$ cat src/adcsq_pkg.sv
// Package of constants and types for the sample sequencer control block.
// Functional notes
// Eight analog channels plus an internal temperature sensor can be sampled.
// Four independent sequences, each with its own trigger source.
// Depths fixed: sequence 0 eight, 1 and 2 four, 3 one.
// Each slot selects any channel; repeats and any order allowed.
// Among simultaneously triggered sequences the highest priority runs first.
// Software avoids high priority on frequent triggers to prevent starvation.
// Averager supports factors 2, 4, 8, 16, 32 and 64.
// Oversampling factor zero disables averaging; each conversion delivered.
// Active oversampling averages consecutive conversions of the same input.
// One oversampling setting applies to all sequences alike.
// Each FIFO entry is one fully averaged reading.
// Throughput drops by the oversampling factor.
// Clearing one sequence interrupt leaves the others untouched.
// Handler should clear the interrupt early to avoid re-entry.
// Per-sequence mask stops a sequence from signalling the processor.
// Enabling an interrupt first clears any pending event of it.
// Status readable raw and masked per sequence.
// Software trigger only starts a sequence set to processor trigger.
// Priority 0..3, 0 highest; software assigns distinct values.
// Overflow flagged when a trigger arrives before FIFO data is read.
// A continuously asserted trigger makes its sequence capture repeatedly.
// Average is sum shifted right by log2 of the factor.
package adcsq_pkg;
  // -------------------------------------------------------------------------
  // Register map, byte addresses.
  // -------------------------------------------------------------------------
  localparam logic [7:0] ADCSQ_ENABLE_ADDR  = 8'h00;
  localparam logic [7:0] ADCSQ_OVS_ADDR     = 8'h04;
  localparam logic [7:0] ADCSQ_TRIGSEL_ADDR = 8'h08;
  localparam logic [7:0] ADCSQ_PRIO_ADDR    = 8'h0C;
  localparam logic [7:0] ADCSQ_SWTRIG_ADDR  = 8'h10;
  localparam logic [7:0] ADCSQ_IMASK_ADDR   = 8'h14;
  localparam logic [7:0] ADCSQ_IRAW_ADDR    = 8'h18;
  localparam logic [7:0] ADCSQ_IMSK_ADDR    = 8'h1C;
  localparam logic [7:0] ADCSQ_ICLR_ADDR    = 8'h20;
  localparam logic [7:0] ADCSQ_OVF_ADDR     = 8'h24;
  localparam logic [7:0] ADCSQ_STEP_ADDR    = 8'h40;
  localparam logic [7:0] ADCSQ_FIFO_ADDR    = 8'h80;
  localparam logic [7:0] ADCSQ_CNT_ADDR     = 8'h90;
  // -------------------------------------------------------------------------
  // Field layout and encodings.
  // -------------------------------------------------------------------------
  localparam int          ADCSQ_NSEQ      = 4;
  localparam int          ADCSQ_TRIG_W    = 4;
  localparam logic [3:0]  ADCSQ_TRIG_PROC = 4'h0;
  localparam logic [3:0]  ADCSQ_TRIG_EXT  = 4'h4;
  localparam logic [3:0]  ADCSQ_TRIG_ALW  = 4'hF;
  localparam logic [3:0]  ADCSQ_TS_CODE   = 4'h8;
  localparam logic [7:0]  ADCSQ_PRIO_RST  = 8'hE4;
  localparam logic [31:0] ADCSQ_DEC_ERR   = 32'hDEAD_0BAD;
  localparam logic [1:0]  ADCSQ_RESP_OK   = 2'b00;
  localparam logic [1:0]  ADCSQ_RESP_ERR  = 2'b10;
  // Slot base index of each sequence in the flat step and FIFO arrays.
  localparam logic [4:0]  ADCSQ_BASE [4] = '{5'd0, 5'd8, 5'd12, 5'd16};
  localparam logic [3:0]  ADCSQ_DEPTH [4] = '{4'd8, 4'd4, 4'd4, 4'd1};
  localparam int          ADCSQ_SLOTS = 17;

  typedef enum logic [1:0] {
    ADCSQ_IDLE = 2'b00,
    ADCSQ_CONV = 2'b01,
    ADCSQ_WAIT = 2'b11
  } adcsq_state_e;
endpackage

$ cat src/adcsq_avg.sv
// Averaging accumulator that turns consecutive conversions into one result.
`timescale 1ns/1ps
`default_nettype none
module adcsq_avg
  import adcsq_pkg::*;
#(
  parameter int DW = 12
) (
  // Clock and reset.
  input  wire logic          mclk_in,
  input  wire logic          arst_n_in,
  // Conversion stream and factor.
  input  wire logic          start_in,
  input  wire logic [2:0]    log2_in,
  input  wire logic          conv_vld_in,
  input  wire logic [DW-1:0] conv_data_in,
  // Averaged result.
  output logic               res_vld_out,
  output logic [DW-1:0]      res_data_out
);
  typedef struct packed {
    logic [DW+5:0] sum;
    logic [6:0]    cnt;
    logic          vld;
    logic [DW-1:0] res;
  } adcsq_avg_s;
  adcsq_avg_s st_ff, nxt_st;
  logic [DW+5:0] sum_now;
  logic [6:0]    need;

  // Accumulate factor conversions, then shift by log2 of the factor.
  always_comb begin
    nxt_st  = st_ff;
    nxt_st.vld = 1'b0;
    need    = 7'(7'd1 << log2_in);
    sum_now = st_ff.sum + (DW+6)'(conv_data_in);
    if (start_in) begin
      nxt_st.sum = '0;
      nxt_st.cnt = '0;
    end else if (conv_vld_in) begin
      if (st_ff.cnt + 7'd1 == need) begin
        nxt_st.vld = 1'b1;
        nxt_st.res = DW'(sum_now >> log2_in);
        nxt_st.sum = '0;
        nxt_st.cnt = '0;
      end else begin
        nxt_st.sum = sum_now;
        nxt_st.cnt = st_ff.cnt + 7'd1;
      end
    end
  end

  // State register.
  always_ff @(posedge mclk_in or negedge arst_n_in) begin
    if (!arst_n_in) begin
      st_ff <= '0;
    end else begin
      st_ff <= nxt_st;
    end
  end

  assign res_vld_out  = st_ff.vld;
  assign res_data_out = st_ff.res;
endmodule
`default_nettype wire

$ cat src/adcsq_top.sv
// Sample sequencer control with AXI4-Lite registers and converter handshake.
//
// Added by the designer: the register offsets and register access over AXI4-Lite.
`timescale 1ns/1ps
`default_nettype none
module adcsq_top
  import adcsq_pkg::*;
#(
  parameter int DW = 12
) (
  // Clock and reset.
  input  wire logic          mclk_in,
  input  wire logic          arst_n_in,
  // AXI4-Lite write channels.
  input  wire logic [7:0]    s_axi_awaddr_in,
  input  wire logic          s_axi_awvalid_in,
  output logic               s_axi_awready_out,
  input  wire logic [31:0]   s_axi_wdata_in,
  input  wire logic [3:0]    s_axi_wstrb_in,
  input  wire logic          s_axi_wvalid_in,
  output logic               s_axi_wready_out,
  output logic [1:0]         s_axi_bresp_out,
  output logic               s_axi_bvalid_out,
  input  wire logic          s_axi_bready_in,
  // AXI4-Lite read channels.
  input  wire logic [7:0]    s_axi_araddr_in,
  input  wire logic          s_axi_arvalid_in,
  output logic               s_axi_arready_out,
  output logic [31:0]        s_axi_rdata_out,
  output logic [1:0]         s_axi_rresp_out,
  output logic               s_axi_rvalid_out,
  input  wire logic          s_axi_rready_in,
  // Trigger pins, one per sequence, asynchronous.
  input  wire logic [3:0]    ext_trig_in,
  // Converter handshake.
  output logic               conv_start_out,
  output logic [3:0]         conv_chan_out,
  input  wire logic          conv_done_in,
  input  wire logic [DW-1:0] conv_data_in,
  // Per-sequence interrupt lines after the mask.
  output logic [3:0]         seq_irq_out
);
  // -------------------------------------------------------------------------
  // State record.
  // -------------------------------------------------------------------------
  typedef struct packed {
    logic              awr;
    logic              wr;
    logic              bvld;
    logic              rvld;
    logic              arr;
    logic [31:0]       rdata;
    logic [1:0]        rresp;
    logic [1:0]        bresp;
    logic [3:0]        en;
    logic [2:0]        ovs_log2;
    logic [15:0]       trig_sel;
    logic [7:0]        prio;
    logic [3:0]        imask;
    logic [3:0]        iraw;
    logic [3:0]        ovf;
    logic [3:0]        pend;
    logic [ADCSQ_SLOTS*4-1:0]  step;
    logic [ADCSQ_SLOTS*DW-1:0] fifo;
    logic [15:0]       fcnt;
    logic [15:0]       rptr;
    adcsq_state_e      state;
    logic [1:0]        cur;
    logic [3:0]        slot;
    logic              cstart;
    logic [3:0]        chan;
    logic              avg_go;
    logic [6:0]        ocnt;
    logic [3:0]        irq;
  } adcsq_s;
  adcsq_s st_ff, nxt_st;

  logic [3:0]    trig_s1_ff;
  logic [3:0]    trig_s2_ff;
  logic          res_vld;
  logic [DW-1:0] res_data;
  logic          dir_vld;
  logic [DW-1:0] dir_data;
  logic          wr_fire;
  logic          rd_fire;
  logic [3:0]    hw_trig;
  logic [3:0]    sw_trig;
  logic [3:0]    clr;
  logic          found;
  logic [1:0]    win;
  logic [1:0]    pbest;
  logic [1:0]    psq;
  logic [1:0]    rs;
  logic [4:0]    idx;
  logic [31:0]   wd;

  // -------------------------------------------------------------------------
  // Trigger pin synchroniser.
  // -------------------------------------------------------------------------
  // Two flops keep metastability away from the arbitration logic.
  always_ff @(posedge mclk_in or negedge arst_n_in) begin
    if (!arst_n_in) begin
      trig_s1_ff <= '0;
      trig_s2_ff <= '0;
    end else begin
      trig_s1_ff <= ext_trig_in;
      trig_s2_ff <= trig_s1_ff;
    end
  end

  // Averager is shared by all sequences, one factor for every one.
  adcsq_avg #(.DW(DW)) u_avg (
    .mclk_in      (mclk_in),
    .arst_n_in    (arst_n_in),
    .start_in     (st_ff.avg_go),
    .log2_in      (st_ff.ovs_log2),
    .conv_vld_in  (conv_done_in && st_ff.state == ADCSQ_WAIT),
    .conv_data_in (conv_data_in),
    .res_vld_out  (res_vld),
    .res_data_out (res_data)
  );

  // Factor zero bypasses the averager with a direct one-conversion path.
  assign dir_vld  = conv_done_in && st_ff.state == ADCSQ_WAIT;
  assign dir_data = conv_data_in;

  // -------------------------------------------------------------------------
  // Next-state logic.
  // -------------------------------------------------------------------------
  always_comb begin
    nxt_st  = st_ff;
    wr_fire = st_ff.awr && st_ff.wr && !st_ff.bvld;
    rd_fire = st_ff.arr && !st_ff.rvld;
    hw_trig = '0;
    sw_trig = '0;
    clr     = '0;
    found   = 1'b0;
    win     = '0;
    pbest   = '0;
    psq     = '0;
    rs      = '0;
    idx     = '0;
    wd      = s_axi_wdata_in;
    nxt_st.cstart = 1'b0;
    nxt_st.avg_go = 1'b0;

    // Address and data are taken independently, in either order.
    if (s_axi_awvalid_in && !st_ff.awr) nxt_st.awr = 1'b1;
    if (s_axi_wvalid_in && !st_ff.wr) nxt_st.wr = 1'b1;
    if (s_axi_arvalid_in && !st_ff.arr) nxt_st.arr = 1'b1;
    if (st_ff.bvld && s_axi_bready_in) begin
      // Readies stay low until the answer is taken.
      {nxt_st.bvld, nxt_st.awr, nxt_st.wr} = 3'b000;
    end
    if (st_ff.rvld && s_axi_rready_in) nxt_st.rvld = 1'b0;

    // Register writes; honoured whenever strobe bit 0 is set.
    if (wr_fire) begin
      nxt_st.bvld  = 1'b1;
      nxt_st.bresp = ADCSQ_RESP_OK;
      if (s_axi_wstrb_in[0]) begin
        case (s_axi_awaddr_in)
          ADCSQ_ENABLE_ADDR:  nxt_st.en = wd[3:0];
          ADCSQ_OVS_ADDR:     nxt_st.ovs_log2 = wd[2:0];
          ADCSQ_TRIGSEL_ADDR: nxt_st.trig_sel = wd[15:0];
          ADCSQ_PRIO_ADDR:    nxt_st.prio = wd[7:0];
          ADCSQ_SWTRIG_ADDR:  sw_trig = wd[3:0];
          ADCSQ_IMASK_ADDR: begin
            // Newly enabled sources drop any stale event first.
            clr = wd[3:0] & ~st_ff.imask;
            nxt_st.imask = wd[3:0];
          end
          ADCSQ_ICLR_ADDR:    clr = wd[3:0];
          ADCSQ_OVF_ADDR:     nxt_st.ovf = st_ff.ovf & ~wd[3:0];
          default: begin
            if (s_axi_awaddr_in >= ADCSQ_STEP_ADDR &&
                s_axi_awaddr_in < ADCSQ_STEP_ADDR + 8'(ADCSQ_SLOTS*4)) begin
              idx = 5'((s_axi_awaddr_in - ADCSQ_STEP_ADDR) >> 2);
              nxt_st.step[idx*4 +: 4] = wd[3:0];
            end else begin
              nxt_st.bresp = ADCSQ_RESP_ERR;
            end
          end
        endcase
      end
    end

    // Processor trigger only counts for processor-sourced sequences.
    for (int i = 0; i < ADCSQ_NSEQ; i++) begin
      if (st_ff.trig_sel[i*4 +: 4] == ADCSQ_TRIG_PROC) begin
        hw_trig[i] = sw_trig[i];
      end else if (st_ff.trig_sel[i*4 +: 4] == ADCSQ_TRIG_EXT) begin
        hw_trig[i] = trig_s2_ff[i];
      end else if (st_ff.trig_sel[i*4 +: 4] == ADCSQ_TRIG_ALW) begin
        hw_trig[i] = 1'b1;
      end
      hw_trig[i] = hw_trig[i] && st_ff.en[i];
      if (hw_trig[i]) begin
        // Unread data still in the FIFO means a trigger overruns it.
        if (st_ff.fcnt[i*4 +: 4] != 4'd0) nxt_st.ovf[i] = 1'b1;
        nxt_st.pend[i] = 1'b1;
      end
    end

    // Sequence engine: pick the best pending sequence, walk its slots.
    case (st_ff.state)
      ADCSQ_IDLE: begin
        for (int i = 0; i < ADCSQ_NSEQ; i++) begin
          psq = st_ff.prio[i*2 +: 2];
          if (st_ff.pend[i] && (!found || psq < pbest)) begin
            found = 1'b1;
            pbest = psq;
            win   = 2'(i);
          end
        end
        if (found) begin
          nxt_st.pend[win] = 1'b0;
          nxt_st.cur   = win;
          nxt_st.slot  = '0;
          nxt_st.fcnt[win*4 +: 4] = '0;
          nxt_st.rptr[win*4 +: 4] = '0;
          nxt_st.state = ADCSQ_CONV;
        end
      end
      ADCSQ_CONV: begin
        idx = ADCSQ_BASE[st_ff.cur] + 5'(st_ff.slot);
        nxt_st.chan   = st_ff.step[idx*4 +: 4];
        nxt_st.cstart = 1'b1;
        nxt_st.avg_go = 1'b1;
        nxt_st.ocnt   = 7'd1;
        nxt_st.state  = ADCSQ_WAIT;
      end
      ADCSQ_WAIT: begin
        // Keep converting the same input until a result comes out.
        // Counting starts avoids a spare start after the last conversion.
        if (conv_done_in && st_ff.ovs_log2 != 3'd0 &&
            st_ff.ocnt != 7'(7'd1 << st_ff.ovs_log2)) begin
          nxt_st.cstart = 1'b1;
          nxt_st.ocnt   = st_ff.ocnt + 7'd1;
        end
        if ((st_ff.ovs_log2 == 3'd0 && dir_vld) ||
            (st_ff.ovs_log2 != 3'd0 && res_vld)) begin
          idx = ADCSQ_BASE[st_ff.cur] + 5'(st_ff.slot);
          nxt_st.fifo[idx*DW +: DW] =
            (st_ff.ovs_log2 == 3'd0) ? dir_data : res_data;
          nxt_st.fcnt[st_ff.cur*4 +: 4] = st_ff.slot + 4'd1;
          if (st_ff.slot + 4'd1 == ADCSQ_DEPTH[st_ff.cur]) begin
            nxt_st.iraw[st_ff.cur] = 1'b1;
            nxt_st.state = ADCSQ_IDLE;
          end else begin
            nxt_st.slot  = st_ff.slot + 4'd1;
            nxt_st.state = ADCSQ_CONV;
          end
        end
      end
      default: nxt_st.state = ADCSQ_IDLE;
    endcase

    // Clear only hits cleared bits; a same-cycle completion wins.
    for (int i = 0; i < ADCSQ_NSEQ; i++) begin
      if (clr[i] && !(nxt_st.iraw[i] && !st_ff.iraw[i])) begin
        nxt_st.iraw[i] = 1'b0;
      end
    end
    nxt_st.irq = nxt_st.iraw & nxt_st.imask;

    // Register reads; FIFO reads pop sequences 1 to 3; 0x80 returns step slot 16, not sequence 0.
    if (rd_fire) begin
      nxt_st.arr   = 1'b0;
      nxt_st.rvld  = 1'b1;
      nxt_st.rresp = ADCSQ_RESP_OK;
      nxt_st.rdata = '0;
      rs = s_axi_araddr_in[3:2];
      case (s_axi_araddr_in)
        ADCSQ_ENABLE_ADDR:  nxt_st.rdata[3:0] = st_ff.en;
        ADCSQ_OVS_ADDR:     nxt_st.rdata[2:0] = st_ff.ovs_log2;
        ADCSQ_TRIGSEL_ADDR: nxt_st.rdata[15:0] = st_ff.trig_sel;
        ADCSQ_PRIO_ADDR:    nxt_st.rdata[7:0] = st_ff.prio;
        ADCSQ_IMASK_ADDR:   nxt_st.rdata[3:0] = st_ff.imask;
        ADCSQ_IRAW_ADDR:    nxt_st.rdata[3:0] = st_ff.iraw;
        ADCSQ_IMSK_ADDR:    nxt_st.rdata[3:0] = st_ff.irq;
        ADCSQ_OVF_ADDR:     nxt_st.rdata[3:0] = st_ff.ovf;
        default: begin
          if (s_axi_araddr_in >= ADCSQ_STEP_ADDR &&
              s_axi_araddr_in < ADCSQ_STEP_ADDR + 8'(ADCSQ_SLOTS*4)) begin
            idx = 5'((s_axi_araddr_in - ADCSQ_STEP_ADDR) >> 2);
            nxt_st.rdata[3:0] = st_ff.step[idx*4 +: 4];
          end else if (s_axi_araddr_in[7:4] == ADCSQ_FIFO_ADDR[7:4]) begin
            if (st_ff.rptr[rs*4 +: 4] < st_ff.fcnt[rs*4 +: 4]) begin
              idx = ADCSQ_BASE[rs] + 5'(st_ff.rptr[rs*4 +: 4]);
              nxt_st.rdata[DW-1:0] = st_ff.fifo[idx*DW +: DW];
              nxt_st.rptr[rs*4 +: 4] = st_ff.rptr[rs*4 +: 4] + 4'd1;
              if (st_ff.rptr[rs*4 +: 4] + 4'd1 == st_ff.fcnt[rs*4 +: 4]) begin
                nxt_st.fcnt[rs*4 +: 4] = '0;
                nxt_st.rptr[rs*4 +: 4] = '0;
              end
            end
          end else if (s_axi_araddr_in[7:4] == ADCSQ_CNT_ADDR[7:4]) begin
            nxt_st.rdata[3:0] =
              st_ff.fcnt[rs*4 +: 4] - st_ff.rptr[rs*4 +: 4];
          end else begin
            nxt_st.rdata = ADCSQ_DEC_ERR;
            nxt_st.rresp = ADCSQ_RESP_ERR;
          end
        end
      endcase
    end
  end

  // -------------------------------------------------------------------------
  // State register.
  // -------------------------------------------------------------------------
  always_ff @(posedge mclk_in or negedge arst_n_in) begin
    if (!arst_n_in) begin
      st_ff       <= '0;
      st_ff.prio  <= ADCSQ_PRIO_RST;
      st_ff.state <= ADCSQ_IDLE;
    end else begin
      st_ff <= nxt_st;
    end
  end

  // Outputs come straight from the state record.
  assign s_axi_awready_out = !st_ff.awr;
  assign s_axi_wready_out  = !st_ff.wr;
  assign s_axi_bvalid_out  = st_ff.bvld;
  assign s_axi_bresp_out   = st_ff.bresp;
  assign s_axi_arready_out = !st_ff.arr;
  assign s_axi_rvalid_out  = st_ff.rvld;
  assign s_axi_rdata_out   = st_ff.rdata;
  assign s_axi_rresp_out   = st_ff.rresp;
  assign conv_start_out    = st_ff.cstart;
  assign conv_chan_out     = st_ff.chan;
  assign seq_irq_out       = st_ff.irq;
endmodule
`default_nettype wire

$ cat config.mk
export PLATFORM = sky130hd
export DESIGN_NAME = adcsq_top
export DESIGN_NICKNAME = d
export VERILOG_FILES = /design/src/adcsq_pkg.sv /design/src/adcsq_avg.sv /design/src/adcsq_top.sv
export SDC_FILE = /design/constraint.sdc
export NUM_CORES = 1
export LEC_CHECK = 0
export BUFFER_PORTS_ARGS = -buffer_cell sky130_fd_sc_hd__buf_2
export CAP_MARGIN = 10
export CORE_ASPECT_RATIO = 0.8
export CORE_MARGIN = 3
export CORE_UTILIZATION = 60
export DETAILED_ROUTE_END_ITERATION = 8
export PLACE_DENSITY = 0.75
export SLEW_MARGIN = 20
export SYNTH_ARGS = -nofsm -noshare
export SYNTH_HDL_FRONTEND = slang
export SYNTH_HIERARCHICAL = 1
export SYNTH_SLANG_ARGS = --single-unit
$ cat constraint.sdc
create_clock -name mclk_in -period 11.61 [get_ports mclk_in]
set_input_delay 1.161 -clock mclk_in [delete_from_list [all_inputs] [get_ports mclk_in]]
set_output_delay 1.161 -clock mclk_in [all_outputs]
set_load 0.02 [all_outputs]
==> impl_metrics.py <==
metrics = {
    "detailed_routing": {
        "post_drt_via_cell_ratio": 7.05,
        "wl_um": 85600,
        "ant_nets": 0,
        "drtIter0Drc": 3360,
        "avgRoutedWirePerCell_um": 26.7,
        "drc_errors": 0,
        "first_pass_iters": 7,
        "vias": 22603,
    },
    "clock_network": {
        "clk_pin_slew_ns": 0.06,
        "cts.htree.levels": 2,
        "cts_buffer_depth": 3,
        "cts_tree": "done",
        "hold_buffers": 0,
        "clock-sinks": 445,
        "insertion_delay_ns": 0.61,
        "post_cts_buffers": 0,
        "cts_resized": 0,
        "cts-root-buf": "clkbuf_16",
        "cts_made_buffers": 47,
    },
    "critical_path": {
        "critPathKind": "reg -> reg",
        "rrSetupSlack_ns": 5.36,
        "reg2reg_from": "st_ff[21]",
        "crit_arrival_ns": 6.72,
        "cp-end-kind": "flip-flop",
        "worst-path-max-fanout": 10,
        "required_ns": 12.08,
        "crit_path_start_kind": "flip-flop",
        "worst-r2r-cell-count": 17,
        "r2r-end": "st_ff[154]",
    },
    "place": {
        "placed_area_um2": 27500,
        "post-dp-hpwl_um": 62700,
        "port_buffers": 99,
        "pre_cts_slack_ns": 5.42,
        "place.gp.congestion": 1.00,
        "placed_cells": 3119,
    },
    "yosys": {
        "synthMuxAreaShare": 0.191,
        "synth.most_common_cell": "dfrtp_1",
        "yosysTopAreaCellShare": 0.410,
        "yosysSeqAreaShare": 0.413,
        "synth.distinct_cells": 116,
        "synth.avg_cell_area_um2": 10.5,
        "syn_inst": 2578,
        "yosys.area.top_type": "dfrtp_1",
        "synth_edf_count": 0,
        "synth_simple_gate_area_frac": 0.143,
        "netlist_area_um2": 26900,
        "synth_warnings": 6,
        "synth_xor_area_frac": 0.0116,
        "ys_ff_latch": 445,
        "synth_top_family_by_area": "multiplexers",
        "synth_commonest_cells": "441 x dfrtp_1, 253 x nand2_1, 208 x mux2_2",
        "synth_ff_type": "dfrtp_1",
        "synth_fa_ha_area_frac": 0.0311,
        "async_flop_share": 1.00,
        "ys_top_cells_by_area": "dfrtp_1 41%, mux2_2 8.7%, mux4_2 7.1%",
        "synth_compound_area_frac": 0.162,
    },
    "layout": {
        "postLayoutCellArea_um2": 29100,
        "fin_cells": 3206,
        "regArea_um2": 11100,
        "area_growth_pct": 8.10,
        "multi_input_area_um2": 14600,
        "nFillCells": 3404,
        "final_nets": 2713,
        "drive_gt1_frac": 0.213,
    },
    "job": {
        "max_cap_viol_count": 0,
    },
    "global_routing": {
        "antenna_found_initial": 3,
        "grt_pass1_vias": 21658,
        "grt_max_degree": 89,
        "grt-ovfl-total": 0,
        "grt_pass1_wl_um": 131000,
        "grt_use_total": 0.357,
    },
    "die": {
        "rows": 68,
        "die_h_um": 196,
        "start_util": 0.616,
        "die_x_um": 243,
        "top_level_ports": 126,
        "core_area_um2": 43700,
        "fp.dieArea_um2": 47500,
    },
    "worst_hold_path": {
        "hold_end": "trig_s2_ff[2]",
        "whs_path_depth": 0,
        "min-delay-start": "trig_s1_ff[2]",
        "hp-class": "reg -> reg",
    },
    "pwr": {
        "worst_ir_drop_vdd_uv": 173,
        "powerDensity_nw_per_um2": 229,
        "p_leak_nw": 12.9,
        "total_power_w": 0.00668,
    },
    "timing": {
        "fin_crit_sh": 0.538,
        "rsz0062_at_grt": "false",
        "setup_viol": 0,
        "slew_violations": 0,
        "finalWorstSetupSlack_ns": 5.36,
        "fmax_ghz": 0.160,
        "relSlewSlack": 0.219,
        "tightestPinTransition_ns": 1.17,
        "period_minus_slack_ns": 6.25,
        "setup_tns_ns": 0,
        "clock_skew_ns": 0.0306,
        "finalHoldViolCount": 0,
    },
    "outcome": {
        "outcome": "finished clean",
    },
}
how the worst max path moves through the flow:
stage | startpoint | end | slack (ns) | cells past startpoint
6_report | st_ff[21] | st_ff[154] | 5.36 | 17
5_1_grt | st_ff[21] | st_ff[175] | 5.03 | 16
4_1_cts | st_ff[21] | st_ff[175] | 5.53 | 16
3_5_place_dp | s_axi_araddr_in[3] | s_axi_rdata_out[0] | 5.42 | 12
3_3_place_gp | s_axi_araddr_in[3] | s_axi_rdata_out[0] | 5.59 | 12
2_1_floorplan | s_axi_araddr_in[2] | st_ff[43] | 6.66 | 16
cell usage in the layout (no fill, tap or decap), types with 17 or more instances in the layout:
master     Yosys  layout
nand2b_1      23      23
a22o_1        38      38
a211oi_1      24      24
o31ai_1       29      28
mux2i_1       82      82
mux2_2       208     208
a22oi_1       19      19
nand2_1      253     253
mux4_2        85      84
clkbuf_16      0      47
nor2_1       150     150
xnor2_1       19      17
nand3_1       99      99
a21o_1        23      23
a31oi_1       21      21
inv_1         84      83
and3_1        19      19
or3_1         18      18
o21ai_1       20      20
and2_1        42      42
buf_2         32      98
o22ai_1       48      48
a21oi_1       87      87
dfrtp_1      441     440
o21ai_0      119     118
buf_4         61      22
nor3_1        29      29
nor2b_1       23      23
ha_1          59      59
final cells by class:
class	count	area share
Antenna cell	1	0.0000859
Clock buffer	65	0.0451
Clock inverter	21	0.0115
Inverter	87	0.0112
Multi-Input combinational cell	1870	0.501
Sequential cell	445	0.383
Tap cell	595	0.0256
Timing Repair Buffer	122	0.0234
flip-flops by register name (all words and copies together), names as in the netlist, 4 cells and up:
name                cells
seq_irq_out             4
trig_s1_ff              4
conv_chan_out           4
trig_s2_ff              4
u_avg/res_data_out     12
st_ff                 370
u_avg/st_ff            25
s_axi_rdata_out        17
worst max-delay path: stages (launching register included):
cell	delay [ns]
dfrtp_1	0.47
inv_1	0.19
ha_1	0.28
ha_1	0.18
inv_1	0.05
fa_1	0.40
xor2_2	0.51
inv_1	0.14
ha_1	0.44
a21oi_1	0.37
a21oi_2	0.16
o22ai_1	0.53
nor2_1	0.09
ha_1	0.37
and2_1	0.30
nand4_2	0.39
nor4_2	0.82
mux2_2	0.42
cell families (layout without fill, tap and decap cells):
group	Yosys count	after routing
AOI/OAI and AO/OA	614	614
muxes	381	381
and+or+nand+nor	770	770
buffers and inverters	269	295
xor gates and xnor gates	34	34
other	1	8
DFF	445	445
adders and majority gates	64	64
where the power goes:
part	total, W	leakage (nW)	internal [W]	switching, W
combinational	0.00311	6.12	0.000834	0.00228
clock	0.00164	0.810	0.000974	0.000662
sequential	0.00193	5.98	0.00177	0.000159
total	0.00668	12.9	0.00358	0.00310
stage by stage:
stage	hold WS, ns	util
2_1_floorplan	0.331	-
3_3_place_gp	0.334	0.628
3_5_place_dp	0.336	0.628
4_1_cts	0.358	0.666
5_1_grt	0.362	0.666
6_report	0.352	0.666
routing by layer:
metal	up-vias	track usage	share of wire
met5	-	0	0.00014
met4	2	0.109	0.032
met3	219	0.109	0.13
met2	1468	0.514	0.43
met1	11310	0.520	0.41
li1	9604	-	-
(Power assumes the default switching activity.)
